**config.mk**
```make
export PLATFORM = sky130hd
export DESIGN_NAME = rtsr_regs
export DESIGN_NICKNAME = d
export VERILOG_FILES = /design/src/rtsr_pkg.sv /design/src/rtsr_regs.sv /design/src/rtsr_sync3.sv
export SDC_FILE = /design/constraint.sdc
export NUM_CORES = 1
export LEC_CHECK = 0
export BUFFER_PORTS_ARGS = -buffer_cell sky130_fd_sc_hd__clkbuf_2
export CELL_PAD_IN_SITES_DETAIL_PLACEMENT = 2
export CELL_PAD_IN_SITES_GLOBAL_PLACEMENT = 2
export CORE_UTILIZATION = 33
export CTS_CLUSTER_DIAMETER = 200
export DETAILED_ROUTE_END_ITERATION = 10
export PLACE_DENSITY = 0.82
export SYNTH_ARGS = -nofsm -noshare
export SYNTH_HDL_FRONTEND = slang
export SYNTH_SLANG_ARGS = --single-unit
```
**constraint.sdc**
```tcl
create_clock -name pclk -period 2.55 [get_ports pclk]
set_clock_uncertainty 0.15 [all_clocks]
set_input_delay 0.1275 -clock pclk [delete_from_list [all_inputs] [get_ports pclk]]
set_output_delay 0.1275 -clock pclk [all_outputs]
set_load 0.01 [all_outputs]
```
**src/rtsr_pkg.sv**
```systemverilog
package rtsr_pkg;

    // Bus widths
    localparam int ADDR_W = 12;
    localparam int DATA_W = 32;
    localparam int REG_W  = 8;

    // Register indices; byte address is four times the index
    localparam logic [9:0]  IDX_TSC = 10'h2f0;
    localparam logic [9:0]  IDX_LVC = 10'h2f1;
    localparam logic [9:0]  IDX_PWC = 10'h2f2;
    localparam logic [9:0]  IDX_PWT = 10'h2f3;
    localparam logic [9:0]  IDX_PWH = 10'h2f4;
    localparam logic [9:0]  IDX_PWL = 10'h2f5;
    localparam logic [9:0]  IDX_RSV = 10'h2f6;
    localparam logic [9:0]  IDX_HTT = 10'h2f7;
    localparam logic [11:0] ADR_TSC = {IDX_TSC, 2'b00};
    localparam logic [11:0] ADR_LVC = {IDX_LVC, 2'b00};
    localparam logic [11:0] ADR_PWC = {IDX_PWC, 2'b00};
    localparam logic [11:0] ADR_PWT = {IDX_PWT, 2'b00};
    localparam logic [11:0] ADR_PWH = {IDX_PWH, 2'b00};
    localparam logic [11:0] ADR_PWL = {IDX_PWL, 2'b00};
    localparam logic [11:0] ADR_RSV = {IDX_RSV, 2'b00};
    localparam logic [11:0] ADR_HTT = {IDX_HTT, 2'b00};

    // Temperature control fields
    localparam int TSC_TEST_HI = 7;
    localparam int TSC_TEST_LO = 6;
    localparam int TSC_SRC_SEL  = 5;
    localparam int TSC_ROUTE_EN = 4;
    localparam int TSC_SENSE_EN = 3;
    localparam int TSC_HT_IE    = 1;
    localparam int TSC_HT_FLAG  = 0;

    // Low-voltage control fields
    localparam int LVC_LV_IE   = 1;
    localparam int LVC_LV_FLAG = 0;

    // Periodic wake control fields
    localparam int PWC_CLK    = 7;
    localparam int PWC_EXTSEL = 4;
    localparam int PWC_EA     = 3;
    localparam int PWC_FE     = 2;
    localparam int PWC_IE     = 1;
    localparam int PWC_IF     = 0;

    // Trim fields
    localparam int PWT_TRIM_HI = 7;
    localparam int PWT_TRIM_LO = 2;
    localparam int HTT_OEN     = 7;
    localparam int HTT_TRIM_HI = 3;
    localparam int HTT_TRIM_LO = 0;

    // Reset values
    localparam logic       ROUTE_RST = 1'b1;
    localparam logic       BIT_RST   = 1'b0;
    localparam logic [7:0] BYTE_RST  = 8'h00;
    localparam logic [7:0] RSVD_READ = 8'h00;

    // Regulator operating modes
    typedef enum logic [1:0] {
        MODE_SHUTDOWN,
        MODE_FULL,
        MODE_REDUCED
    } rtsr_mode_e;

endpackage

```
**src/rtsr_regs.sv**
```systemverilog
// The implementer's own choice: the APB interface to the registers.
`timescale 1ns/10ps
`default_nettype none

module rtsr_regs (
    input  wire logic                   pclk,               // Bus clock
    input  wire logic                   presetn,            // Reset, low
    input  wire logic                   psel,               // APB select
    input  wire logic                   penable,            // APB enable
    input  wire logic                   pwrite,             // APB write
    input  wire logic [rtsr_pkg::ADDR_W-1:0] paddr,         // Byte address
    input  wire logic [rtsr_pkg::DATA_W-1:0] pwdata,        // Write data
    input  wire logic [3:0]             pstrb,              // Byte strobes
    output logic [rtsr_pkg::DATA_W-1:0] prdata,             // Read data
    output logic                        pready,             // Always ready
    output logic                        pslverr,            // Error answer
    input  wire logic                   regulator_enable_pin, // Enable pin
    input  wire logic                   stop_mode_req,      // MCU in stop
    input  wire logic                   special_mode,       // Test access
    input  wire logic                   rsvd_abort_en,      // Abort option
    input  wire logic                   temp_above_assert,  // Comparator
    input  wire logic                   temp_below_release, // Comparator
    input  wire logic                   volt_below_assert,  // Comparator
    input  wire logic                   volt_above_release, // Comparator
    input  wire logic                   wake_timeout,       // Timer pulse
    input  wire logic                   wake_period_wave,   // Clock wave
    input  wire logic                   wake_pulse_wave,    // Pulse wave
    input  wire logic                   wake_route_en,      // Pin routed
    output logic                        full_performance_mode, // Mode
    output logic                        reduced_power_mode, // Mode
    output logic                        shutdown_mode,      // Mode
    output logic                        temp_sense_enable,  // Sensor on
    output logic                        vsrc_internal,      // Channel inner
    output logic                        vsrc_bandgap,       // Bandgap picked
    output logic                        high_temp_irq,      // Interrupt
    output logic                        low_voltage_irq,    // Interrupt
    output logic                        periodic_wake_irq,  // Interrupt
    output logic                        periodic_wake_output_pin, // Wave
    output logic                        wake_clk_sel,       // Timer clock
    output logic                        wake_enable,        // Timer run
    output logic [5:0]                  wake_trim,          // Timer trim
    output logic [15:0]                 wake_rate,          // Timer period
    output logic [3:0]                  temp_trim,          // Sensor trim
    output logic                        temp_trim_oen       // Trim enable
);
    import rtsr_pkg::*;

    logic             regen_s;
    logic             tabove_s;
    logic             tbelow_s;
    logic             vbelow_s;
    logic             vabove_s;
    rtsr_mode_e       mode_ff;
    rtsr_mode_e       nxt_mode;
    logic [1:0]       tsc_test_ff;
    logic             src_sel_ff;
    logic             route_en_ff;
    logic             sense_en_ff;
    logic             ht_status_ff;
    logic             nxt_ht_status;
    logic             ht_ie_ff;
    logic             ht_flag_ff;
    logic             lv_status_ff;
    logic             nxt_lv_status;
    logic             lv_ie_ff;
    logic             lv_flag_ff;
    logic             pw_clk_ff;
    logic             pw_extsel_ff;
    logic             pw_ea_ff;
    logic             pw_fe_ff;
    logic             pw_ie_ff;
    logic             pw_flag_ff;
    logic [5:0]       wake_trim_ff;
    logic [7:0]       rate_hi_ff;
    logic [7:0]       rate_lo_ff;
    logic             temp_oen_ff;
    logic [3:0]       temp_trim_ff;
    logic             wake_pin_ff;
    logic [DATA_W-1:0] prdata_ff;
    logic [REG_W-1:0] rd_val;
    logic             addr_hit;
    logic             ht_change;
    logic             lv_change;
    logic             access;
    logic             wr_en;
    logic             wr_tsc;
    logic             wr_lvc;
    logic             wr_pwc;
    logic             wr_pwt;
    logic             wr_pwh;
    logic             wr_pwl;
    logic             wr_htt;

    ////////////////////////////////////////////////////////////////////////
    // Pin and comparator synchronisers
    rtsr_sync3 u_sync_regen (
        .pclk     (pclk),
        .presetn  (presetn),
        .async_in (regulator_enable_pin),
        .sync_out (regen_s)
    );
    rtsr_sync3 u_sync_tabove (
        .pclk     (pclk),
        .presetn  (presetn),
        .async_in (temp_above_assert),
        .sync_out (tabove_s)
    );
    rtsr_sync3 u_sync_tbelow (
        .pclk     (pclk),
        .presetn  (presetn),
        .async_in (temp_below_release),
        .sync_out (tbelow_s)
    );
    rtsr_sync3 u_sync_vbelow (
        .pclk     (pclk),
        .presetn  (presetn),
        .async_in (volt_below_assert),
        .sync_out (vbelow_s)
    );
    rtsr_sync3 u_sync_vabove (
        .pclk     (pclk),
        .presetn  (presetn),
        .async_in (volt_above_release),
        .sync_out (vabove_s)
    );

    ////////////////////////////////////////////////////////////////////////
    // Operating mode
    // Enable pin and stop request pick mode
    always_comb begin
        if (!regen_s) begin
            nxt_mode = MODE_SHUTDOWN;
        end else if (stop_mode_req) begin
            nxt_mode = MODE_REDUCED;
        end else begin
            nxt_mode = MODE_FULL;
        end
    end

    always_ff @(posedge pclk or negedge presetn) begin
        if (!presetn) begin
            mode_ff <= MODE_SHUTDOWN;
        end else begin
            mode_ff <= nxt_mode;
        end
    end

    assign full_performance_mode = (mode_ff == MODE_FULL);
    assign reduced_power_mode    = (mode_ff == MODE_REDUCED);
    assign shutdown_mode         = (mode_ff == MODE_SHUTDOWN);

    ////////////////////////////////////////////////////////////////////////
    // APB decode: zero wait states, read data captured in setup
    assign access  = psel & penable;
    assign pready  = 1'b1;
    assign pslverr = access & (!addr_hit | (rsvd_abort_en &
                     (paddr == ADR_RSV)));
    assign wr_en   = access & pwrite & pstrb[0] & !pslverr;
    assign wr_tsc  = wr_en & (paddr == ADR_TSC);
    assign wr_lvc  = wr_en & (paddr == ADR_LVC);
    assign wr_pwc  = wr_en & (paddr == ADR_PWC);
    assign wr_pwt  = wr_en & (paddr == ADR_PWT);
    assign wr_pwh  = wr_en & (paddr == ADR_PWH);
    assign wr_pwl  = wr_en & (paddr == ADR_PWL);
    assign wr_htt  = wr_en & (paddr == ADR_HTT);

    // Read mux
    // Unused bits read zero
    always_comb begin
        addr_hit = 1'b1;
        rd_val   = BYTE_RST;
        unique case (paddr)
            ADR_TSC: rd_val = {tsc_test_ff, src_sel_ff, route_en_ff,
                               sense_en_ff, ht_status_ff, ht_ie_ff,
                               ht_flag_ff};
            ADR_LVC: rd_val = {5'h00, lv_status_ff, lv_ie_ff, lv_flag_ff};
            ADR_PWC: rd_val = {pw_clk_ff, 2'h0, pw_extsel_ff, pw_ea_ff,
                               pw_fe_ff, pw_ie_ff, pw_flag_ff};
            ADR_PWT: rd_val = {wake_trim_ff, 2'h0};
            ADR_PWH: rd_val = rate_hi_ff;
            ADR_PWL: rd_val = rate_lo_ff;
            ADR_RSV: rd_val = RSVD_READ;
            ADR_HTT: rd_val = {temp_oen_ff, 3'h0, temp_trim_ff};
            default: addr_hit = 1'b0;
        endcase
    end

    // Read data register, loaded in the setup cycle
    always_ff @(posedge pclk or negedge presetn) begin
        if (!presetn) begin
            prdata_ff <= '0;
        end else if (psel && !penable) begin
            prdata_ff <= {{(DATA_W-REG_W){1'b0}}, rd_val};
        end
    end

    assign prdata = prdata_ff;

    ////////////////////////////////////////////////////////////////////////
    // Temperature control settings
    always_ff @(posedge pclk or negedge presetn) begin
        if (!presetn) begin
            tsc_test_ff <= 2'h0;
            src_sel_ff  <= BIT_RST;
            route_en_ff <= ROUTE_RST;
            sense_en_ff <= BIT_RST;
            ht_ie_ff    <= BIT_RST;
        end else if (wr_tsc) begin
            if (special_mode) begin
                tsc_test_ff <= pwdata[TSC_TEST_HI:TSC_TEST_LO];
            end
            src_sel_ff  <= pwdata[TSC_SRC_SEL];
            route_en_ff <= pwdata[TSC_ROUTE_EN];
            sense_en_ff <= pwdata[TSC_SENSE_EN];
            ht_ie_ff    <= pwdata[TSC_HT_IE];
        end
    end

    assign vsrc_bandgap      = route_en_ff & src_sel_ff;
    assign vsrc_internal     = route_en_ff;
    assign temp_sense_enable = sense_en_ff;

    ////////////////////////////////////////////////////////////////////////
    // High-temperature status with hysteresis
    // Status only in full mode
    always_comb begin
        if (mode_ff != MODE_FULL || !sense_en_ff) begin
            nxt_ht_status = 1'b0;
        end else if (tabove_s) begin
            nxt_ht_status = 1'b1;
        end else if (tbelow_s) begin
            nxt_ht_status = 1'b0;
        end else begin
            nxt_ht_status = ht_status_ff;
        end
    end

    assign ht_change = (nxt_ht_status != ht_status_ff);

    // High-temperature status and flag; a set beats a clear
    // Leaving full mode clears status, which sets flag
    always_ff @(posedge pclk or negedge presetn) begin
        if (!presetn) begin
            ht_status_ff <= BIT_RST;
            ht_flag_ff   <= BIT_RST;
        end else begin
            ht_status_ff <= nxt_ht_status;
            if (ht_change) begin
                ht_flag_ff <= 1'b1;
            end else if (wr_tsc && pwdata[TSC_HT_FLAG]) begin
                ht_flag_ff <= 1'b0;
            end
        end
    end

    assign high_temp_irq = ht_flag_ff & ht_ie_ff;

    ////////////////////////////////////////////////////////////////////////
    // Low-voltage status, flag and enable
    always_comb begin
        if (mode_ff != MODE_FULL) begin
            nxt_lv_status = 1'b0;
        end else if (vbelow_s) begin
            nxt_lv_status = 1'b1;
        end else if (vabove_s) begin
            nxt_lv_status = 1'b0;
        end else begin
            nxt_lv_status = lv_status_ff;
        end
    end

    assign lv_change = (nxt_lv_status != lv_status_ff);

    always_ff @(posedge pclk or negedge presetn) begin
        if (!presetn) begin
            lv_status_ff <= BIT_RST;
            lv_flag_ff   <= BIT_RST;
            lv_ie_ff     <= BIT_RST;
        end else begin
            lv_status_ff <= nxt_lv_status;
            if (wr_lvc) begin
                lv_ie_ff <= pwdata[LVC_LV_IE];
            end
            if (lv_change) begin
                lv_flag_ff <= 1'b1;
            end else if (wr_lvc && pwdata[LVC_LV_FLAG]) begin
                lv_flag_ff <= 1'b0;
            end
        end
    end

    assign low_voltage_irq = lv_flag_ff & lv_ie_ff;

    ////////////////////////////////////////////////////////////////////////
    // Periodic wake control; clock select frozen while the timer runs
    always_ff @(posedge pclk or negedge presetn) begin
        if (!presetn) begin
            pw_clk_ff    <= BIT_RST;
            pw_extsel_ff <= BIT_RST;
            pw_ea_ff     <= BIT_RST;
            pw_fe_ff     <= BIT_RST;
            pw_ie_ff     <= BIT_RST;
        end else if (wr_pwc) begin
            if (!pw_fe_ff && !pwdata[PWC_FE]) begin
                pw_clk_ff <= pwdata[PWC_CLK];
            end
            pw_extsel_ff <= pwdata[PWC_EXTSEL];
            pw_ea_ff     <= pwdata[PWC_EA];
            pw_fe_ff     <= pwdata[PWC_FE];
            pw_ie_ff     <= pwdata[PWC_IE];
        end
    end

    always_ff @(posedge pclk or negedge presetn) begin
        if (!presetn) begin
            pw_flag_ff <= BIT_RST;
        end else if (wr_pwc && pwdata[PWC_IF]) begin
            pw_flag_ff <= 1'b0;
        end else if (wake_timeout && pw_fe_ff) begin
            pw_flag_ff <= 1'b1;
        end
    end

    assign periodic_wake_irq = pw_flag_ff & pw_ie_ff;

    always_ff @(posedge pclk or negedge presetn) begin
        if (!presetn) begin
            wake_pin_ff <= 1'b0;
        end else begin
            wake_pin_ff <= wake_route_en & pw_ea_ff & pw_fe_ff &
                           (pw_extsel_ff ? wake_period_wave
                                         : wake_pulse_wave);
        end
    end

    assign periodic_wake_output_pin = wake_pin_ff;

    ////////////////////////////////////////////////////////////////////////
    // Trim and rate registers
    always_ff @(posedge pclk or negedge presetn) begin
        if (!presetn) begin
            wake_trim_ff <= 6'h00;
            rate_hi_ff   <= BYTE_RST;
            rate_lo_ff   <= BYTE_RST;
            temp_oen_ff  <= BIT_RST;
            temp_trim_ff <= 4'h0;
        end else begin
            if (wr_pwt) begin
                wake_trim_ff <= pwdata[PWT_TRIM_HI:PWT_TRIM_LO];
            end
            if (wr_pwh) begin
                rate_hi_ff <= pwdata[REG_W-1:0];
            end
            if (wr_pwl) begin
                rate_lo_ff <= pwdata[REG_W-1:0];
            end
            if (wr_htt) begin
                temp_oen_ff  <= pwdata[HTT_OEN];
                temp_trim_ff <= pwdata[HTT_TRIM_HI:HTT_TRIM_LO];
            end
        end
    end

    assign wake_clk_sel  = pw_clk_ff;
    assign wake_enable   = pw_fe_ff;
    assign wake_trim     = wake_trim_ff;
    assign wake_rate     = {rate_hi_ff, rate_lo_ff};
    assign temp_trim     = temp_trim_ff;
    assign temp_trim_oen = temp_oen_ff;
endmodule

`default_nettype wire

```
**src/rtsr_sync3.sv**
```systemverilog
`timescale 1ns/10ps
`default_nettype none

////////////////////////////////////////////////////////////////////////////
// Three-stage synchroniser; the output follows once stages two and three
// agree, which filters a single metastable resolution.
module rtsr_sync3 (
    input  wire logic pclk,     // Bus clock
    input  wire logic presetn,  // Async reset, active low
    input  wire logic async_in, // Input from another domain
    output logic      sync_out  // Settled value
);

    logic s1_ff;
    logic s2_ff;
    logic s3_ff;
    logic stable_ff;

    // Shift chain; only stage two reads stage one
    always_ff @(posedge pclk or negedge presetn) begin
        if (!presetn) begin
            s1_ff <= 1'b0;
            s2_ff <= 1'b0;
            s3_ff <= 1'b0;
        end else begin
            s1_ff <= async_in;
            s2_ff <= s1_ff;
            s3_ff <= s2_ff;
        end
    end

    // Take a new value when the two late stages agree
    always_ff @(posedge pclk or negedge presetn) begin
        if (!presetn) begin
            stable_ff <= 1'b0;
        end else if (s2_ff == s3_ff) begin
            stable_ff <= s3_ff;
        end
    end

    assign sync_out = stable_ff;

endmodule

`default_nettype wire

```
Yosys cells after proc, flatten, opt, wreduce, memory -nomap -nowiden --
Index checks and enable logic that the tools add are counted.
Storage, ports and cells: register bits after elaboration 75, input port bits 65, output and inout bits 73
Operators by class: equal/unequal tests 18, multiplexer cells 17, bitwise logic cells 21, reduce and logical (&&, ||, !) cells 20
Operator list (number):
- 12-bit == test (second input constant) | 8
- 8-bit case mux with 7 select lines | 1
- 1-bit bitwise AND | 20
- 1-bit two-way mux | 14
- 8-bit OR reduction | 1
- 1-bit logical AND | 6
- 1-bit zero test | 6
- 2-bit nonzero test | 3
- 1-bit == test | 5
- 2-bit two-way mux | 2
- 2-bit AND reduction | 2
- 2-bit by 1-bit == test with 1-bit output (second input constant) | 1
- 2-bit == test (second input constant) | 1
- 2-bit zero test | 1
- 1-bit inequality test | 2
- 2-bit by 1-bit inequality test with 1-bit output (second input constant) | 1
- 1-bit logical OR | 1
- 1-bit bitwise OR | 1

Logic depth before layout (Yosys ltp) --
depth after elaboration 12, mapped depth 6

Modules after synthesis --
A second synthesis with hierarchy kept.
Second synthesis, totals: cell total of the unflattened synthesis 293, area total of the unflattened synthesis 3611.0 µm²
By module, submodules not included:
- rtsr_regs | times used 1, cells an instance 268, area each 3054.2 µm², seq. area each 1377.6 µm²
- rtsr_sync3 | times used 5, cells an instance 5, area each 111.4 µm², seq. area each 100.1 µm²

Least setup slack after synthesis --
Ideal clock, no wire load.
path kind in2reg, from input port paddr[5] (netlist bit), to register wake_trim_ff[0], in the netlist wake_trim[0], setup time 0.125 ns, arrival 1.482 ns, required time 2.275 ns, path slack 0.793 ns, cell stages on the path 6, cells stage by stage or3b_1 > buf_6 > nor4_4 > and2_1 > buf_6 > mux2_4
On the way: longest elaborated chain between the ends 9, elaborated cells on any way between the ends 17, those cells by class eq/ne (8); mux (1); bitwise (5); reduce/logical (3)
RTL lines:
- from (decl) | RTL line rtsr_regs.sv:11 | input wire logic [rtsr_pkg::ADDR_W-1:0] paddr,
- 12-bit == test, on equally long branches | RTL line rtsr_regs.sv:157, rtsr_regs.sv:172, rtsr_regs.sv:162
- 8-bit OR reduction (no line)
- 1-bit two-way mux | RTL line rtsr_regs.sv:172 | unique case (paddr)
- 1-bit zero test | RTL line rtsr_regs.sv:156 | assign pslverr = access & (!addr_hit | (rsvd_abort_en &
- 1-bit bitwise OR | RTL line rtsr_regs.sv:156
- 1-bit bitwise AND | RTL line rtsr_regs.sv:156
- 1-bit zero test | RTL line rtsr_regs.sv:158 | assign wr_en = access & pwrite & pstrb[0] & !pslverr;
- 1-bit bitwise AND | RTL line rtsr_regs.sv:158
- 1-bit bitwise AND (*) | RTL line rtsr_regs.sv:162 | assign wr_pwt = wr_en & (paddr == ADR_PWT);
- to (signal assigned) | RTL line rtsr_regs.sv:349 | wake_trim_ff <= pwdata[PWT_TRIM_HI:PWT_TRIM_LO];
- to (decl) | RTL line rtsr_regs.sv:73 | logic [5:0] wake_trim_ff;
Mark *: on every way between the ends. The rest lies on a longest branch, timed or not. A chain may end at the register's enable or synchronous reset.

Final worst setup path --
from input port penable, to register temp_oen_ff, in the netlist temp_trim_oen
On the way: longest elaborated chain between the ends 5, elaborated cells on any way between the ends 7, those cells by class bitwise (6); reduce/logical (1)
RTL lines:
- from (decl) | RTL line rtsr_regs.sv:9 | input wire logic penable,
- 1-bit bitwise AND (*) | RTL line rtsr_regs.sv:154 | assign access = psel & penable;
- 1-bit bitwise AND, on equally long branches | RTL line rtsr_regs.sv:158, rtsr_regs.sv:156
- 1-bit bitwise AND or 1-bit zero test (tied branches) | RTL line rtsr_regs.sv:158
- 1-bit bitwise AND (*) | RTL line rtsr_regs.sv:158
- 1-bit bitwise AND (*) | RTL line rtsr_regs.sv:165 | assign wr_htt = wr_en & (paddr == ADR_HTT);
- to (signal assigned) | RTL line rtsr_regs.sv:358 | temp_oen_ff <= pwdata[HTT_OEN];
- to (decl) | RTL line rtsr_regs.sv:76 | logic temp_oen_ff;
Marked as above.

==> results.md <==
- Status: complete, no violations
- Tot GR Track Use: 0.207
- Register area share after synthesis: 0.521
- Vias in the first global route: 3050
- Pin count of the biggest net entering global routing: 51
- Setup_tns: 0 ns
- Clock Tree Buf Depth: 2
- IR drop worst, VDD: 0.000354 V
- RSZ-0062 raised after global routing: no
- Endpoints failing setup: 0
- Crit start category: primary input
- H-Tree Depth: 3
- R2r setup slk: between 0.8 and 0.9 ns
- Final setup margin: 0.303 ns
- Synth Register Bits: 75
- CTS buffer count: 9
- Drt drc: 0
- Dpl ws: ~0.41 ns
- Final ANT Viol Nets: 0
- Netlist cell types: 55
- Antenna violations before repair: 0
- Highest clock rate: 0.445 GHz
- CTS sink cnt: 75
- WL final: 10.9 mm
- Die area: 0.0114 mm2
- Core ar.: about 0.010 mm2
- Total power draw: roughly 2.4 mW
- CTS tree: yes
- Ant. Diodes: 0
- Clock root buffer: clkbuf_8
- GP Congestion: between 0.7 and 0.8
- Crit path from: penable
- Mapped Area: 0.00361 mm2
- Synthesized area per cell: 12.6 um2
- Initial DRT Pass Iterations: 4
- Number of max-cap violations: 0
- Slew of the pin with the lowest slew margin: approximately 0.66 ns
- Die Wd: about 110 um
- Routed len/inst: 20.2 um
- CP Capture Type: flip-flop
- Grt total ovfl: 0
- Setup Buffers After CTS: 0
- Slew margin rel.: 0.561
- Syn Inst Count: 286
- CP Class: primary input to flip-flop
- Worst r2r src: rate_lo_ff[2]$_DFFE_PN0P_
- Post-cts sizing count: 0
- EDFF count, synth: 0
- Starting DRT DRC Count: 121
- Synthesis-to-finish area growth: 25.0%
- Count of pins over their slew limit: 0
- Final Hold Vio Count: 0
- First-pass GRT wire length: 17.4 mm
- Tmin final: about 2.2 ns
- Reg2reg path depth: 4
- Async S/R FF share, synth: 1.00
- Pwr dens: 522 mW/mm2
- Num ports: 138
- Clk Latency, worst-skew pair: 0.37 ns
- Critical path endpoint: temp_trim_oen$_DFFE_PN0P_
- Worst-path fanout max: 8
- Primary FF master, synth: dfrtp_1
- Final period utilization: 0.881
- Die height: 107 um
- Worst hold path type: primary input to flip-flop
- Share of post-route cells with drive strength above 1: 0.375
- Synth warnings: 0
- Fin nets: 463
- Reg clk slew, reported paths: 0.09 ns
- Vias/cell: 5.07
- Crit path required time: about 2.7 ns
- CP arrival: 2.35 ns
- Detailed placer's ending HPWL: between 7 and 8 mm
- DR vias: between 2000 and 3000
- R2r endpoint: prdata[2]$_DFFE_PN0P_
- Initial Util: 0.345
- Placement row count: 37
- Leakage power: around 2.3 nW
- Port buffer count: 85
==> what timing repair did <==
item | 4_1_cts | 5_1_grt
hold endpoints to repair | 75 | 0
hold buffers | 21 | 0
endpoints found under the setup margin | 0 | 0
==> cell families after synthesis <==
kind of cell    after synthesis  share of synthesized area
fa+ha+maj                     5                     0.0139
compound gates               42                     0.0839
simple gates                 73                      0.140
other cells                   2                    0.00208
flops                        75                      0.521
mux                          49                      0.164
buf+inv                      40                     0.0749
==> report_power, final <==
| part | total, mW | switching [mW] | internal [mW] | leakage (nW) |
|---|---|---|---|---|
| registers | 1.23 | 0.0163 | 1.21 | 0.991 |
| clock network | 0.917 | 0.536 | 0.381 | 0.0979 |
| logic | 0.206 | 0.131 | 0.0753 | 1.18 |
==> layer usage <==
layer	vias to the layer above	share of wire	GRT usage
li1	1220	-	-
met1	1385	0.42	0.246
met2	103	0.50	0.350
met3	25	0.060	0.0644
met4	0	0.024	0.0802
met5	-	0	0
==> synth_stat cells, types with 6 or more instances <==
| cell | count | share of area |
|---|---|---|
| nand4_1 | 8 | 0.014 |
| buf_4 | 26 | 0.054 |
| mux2_2 | 13 | 0.041 |
| mux2_4 | 14 | 0.058 |
| buf_2 | 6 | 0.0083 |
| and2_1 | 9 | 0.016 |
| a21oi_1 | 6 | 0.0083 |
| dfrtp_1 | 74 | 0.51 |
| nor2b_1 | 6 | 0.010 |
| mux2_1 | 12 | 0.037 |
| mux2i_1 | 10 | 0.028 |
| nor2_1 | 8 | 0.0083 |
| nand2_1 | 9 | 0.0094 |
==> critical path, stage by stage <==
cell and delay [ns]:
dlygate4sd3_1 0.53, clkbuf_2 0.16, nand4_1 0.18, nor2_2 0.39
nand4_1 0.49, mux2_2 0.46
==> cells in the final DEF, fill, tap and decap left out, drive strengths merged, types with 2 or more instances in the layout <==
cell          n
mux2i        10
conb         25
o211ai        2
a32oi         2
o2bb2ai       5
buf          10
mux2         39
o21a          2
o21ai         7
nor3          6
a22oi         3
nor2         10
nor2b         6
a21oi         6
nor4          4
dfrtp        74
nand4b        2
nand4        10
inv          10
clkbuf       93
a31oi         4
a22o          5
and2          9
nand2b        3
maj3          5
nand3         6
dlygate4sd3  21
nand2        10
==> metrics by stage <==
step	hold slack [ns]	area, um2	cells	util
after floorplan	-0.318	3690	309	-
after CTS	0.00166	4510	539	0.431
after global placement	0.0265	4110	502	0.393
after detailed placement	0.0432	4110	502	0.393
final	0.0246	4510	539	0.431
after global routing	0.0236	4510	539	0.431
==> area by class of cell <==
| cell class | count | area [um2] |
|---|---|---|
| fillers | 1100 | 5950 |
| inverters | 3 | 11.3 |
| clock inverters | 7 | 63.8 |
| flip-flops and latches | 75 | 1880 |
| multi-input cells | 194 | 1550 |
| clock buffers | 9 | 124 |
| repair buffers | 115 | 716 |
| well taps | 136 | 170 |
==> flip-flops by register name, indices dropped and copies added, names as in the netlist, 2 cells and up <==
signal and count:
rate_hi_ff 8, tsc_test_ff 2, temp_trim 4, rate_lo_ff 8, mode_ff 2, wake_trim 6, prdata 8
==> worst min-delay path by stage <==
| stage | endpoint | slack [ns] | startpoint | cells after the start |
|---|---|---|---|---|
| final | tsc_test_ff[1]$_DFFE_PN0P_ | 0.02 | special_mode | 3 |
| after global routing | tsc_test_ff[1]$_DFFE_PN0P_ | 0.02 | special_mode | 3 |
| after detailed placement | rate_lo_ff[4]$_DFFE_PN0P_ | 0.04 | presetn | 1 |
| after global placement | rate_hi_ff[4]$_DFFE_PN0P_ | 0.03 | presetn | 1 |
| after floorplan | ht_flag_ff$_DFFE_PN0P_ | -0.32 | presetn | 0 |
| after CTS | tsc_test_ff[1]$_DFFE_PN0P_ | 0.002 | special_mode | 3 |
Power figures use the tool's default switching activity.
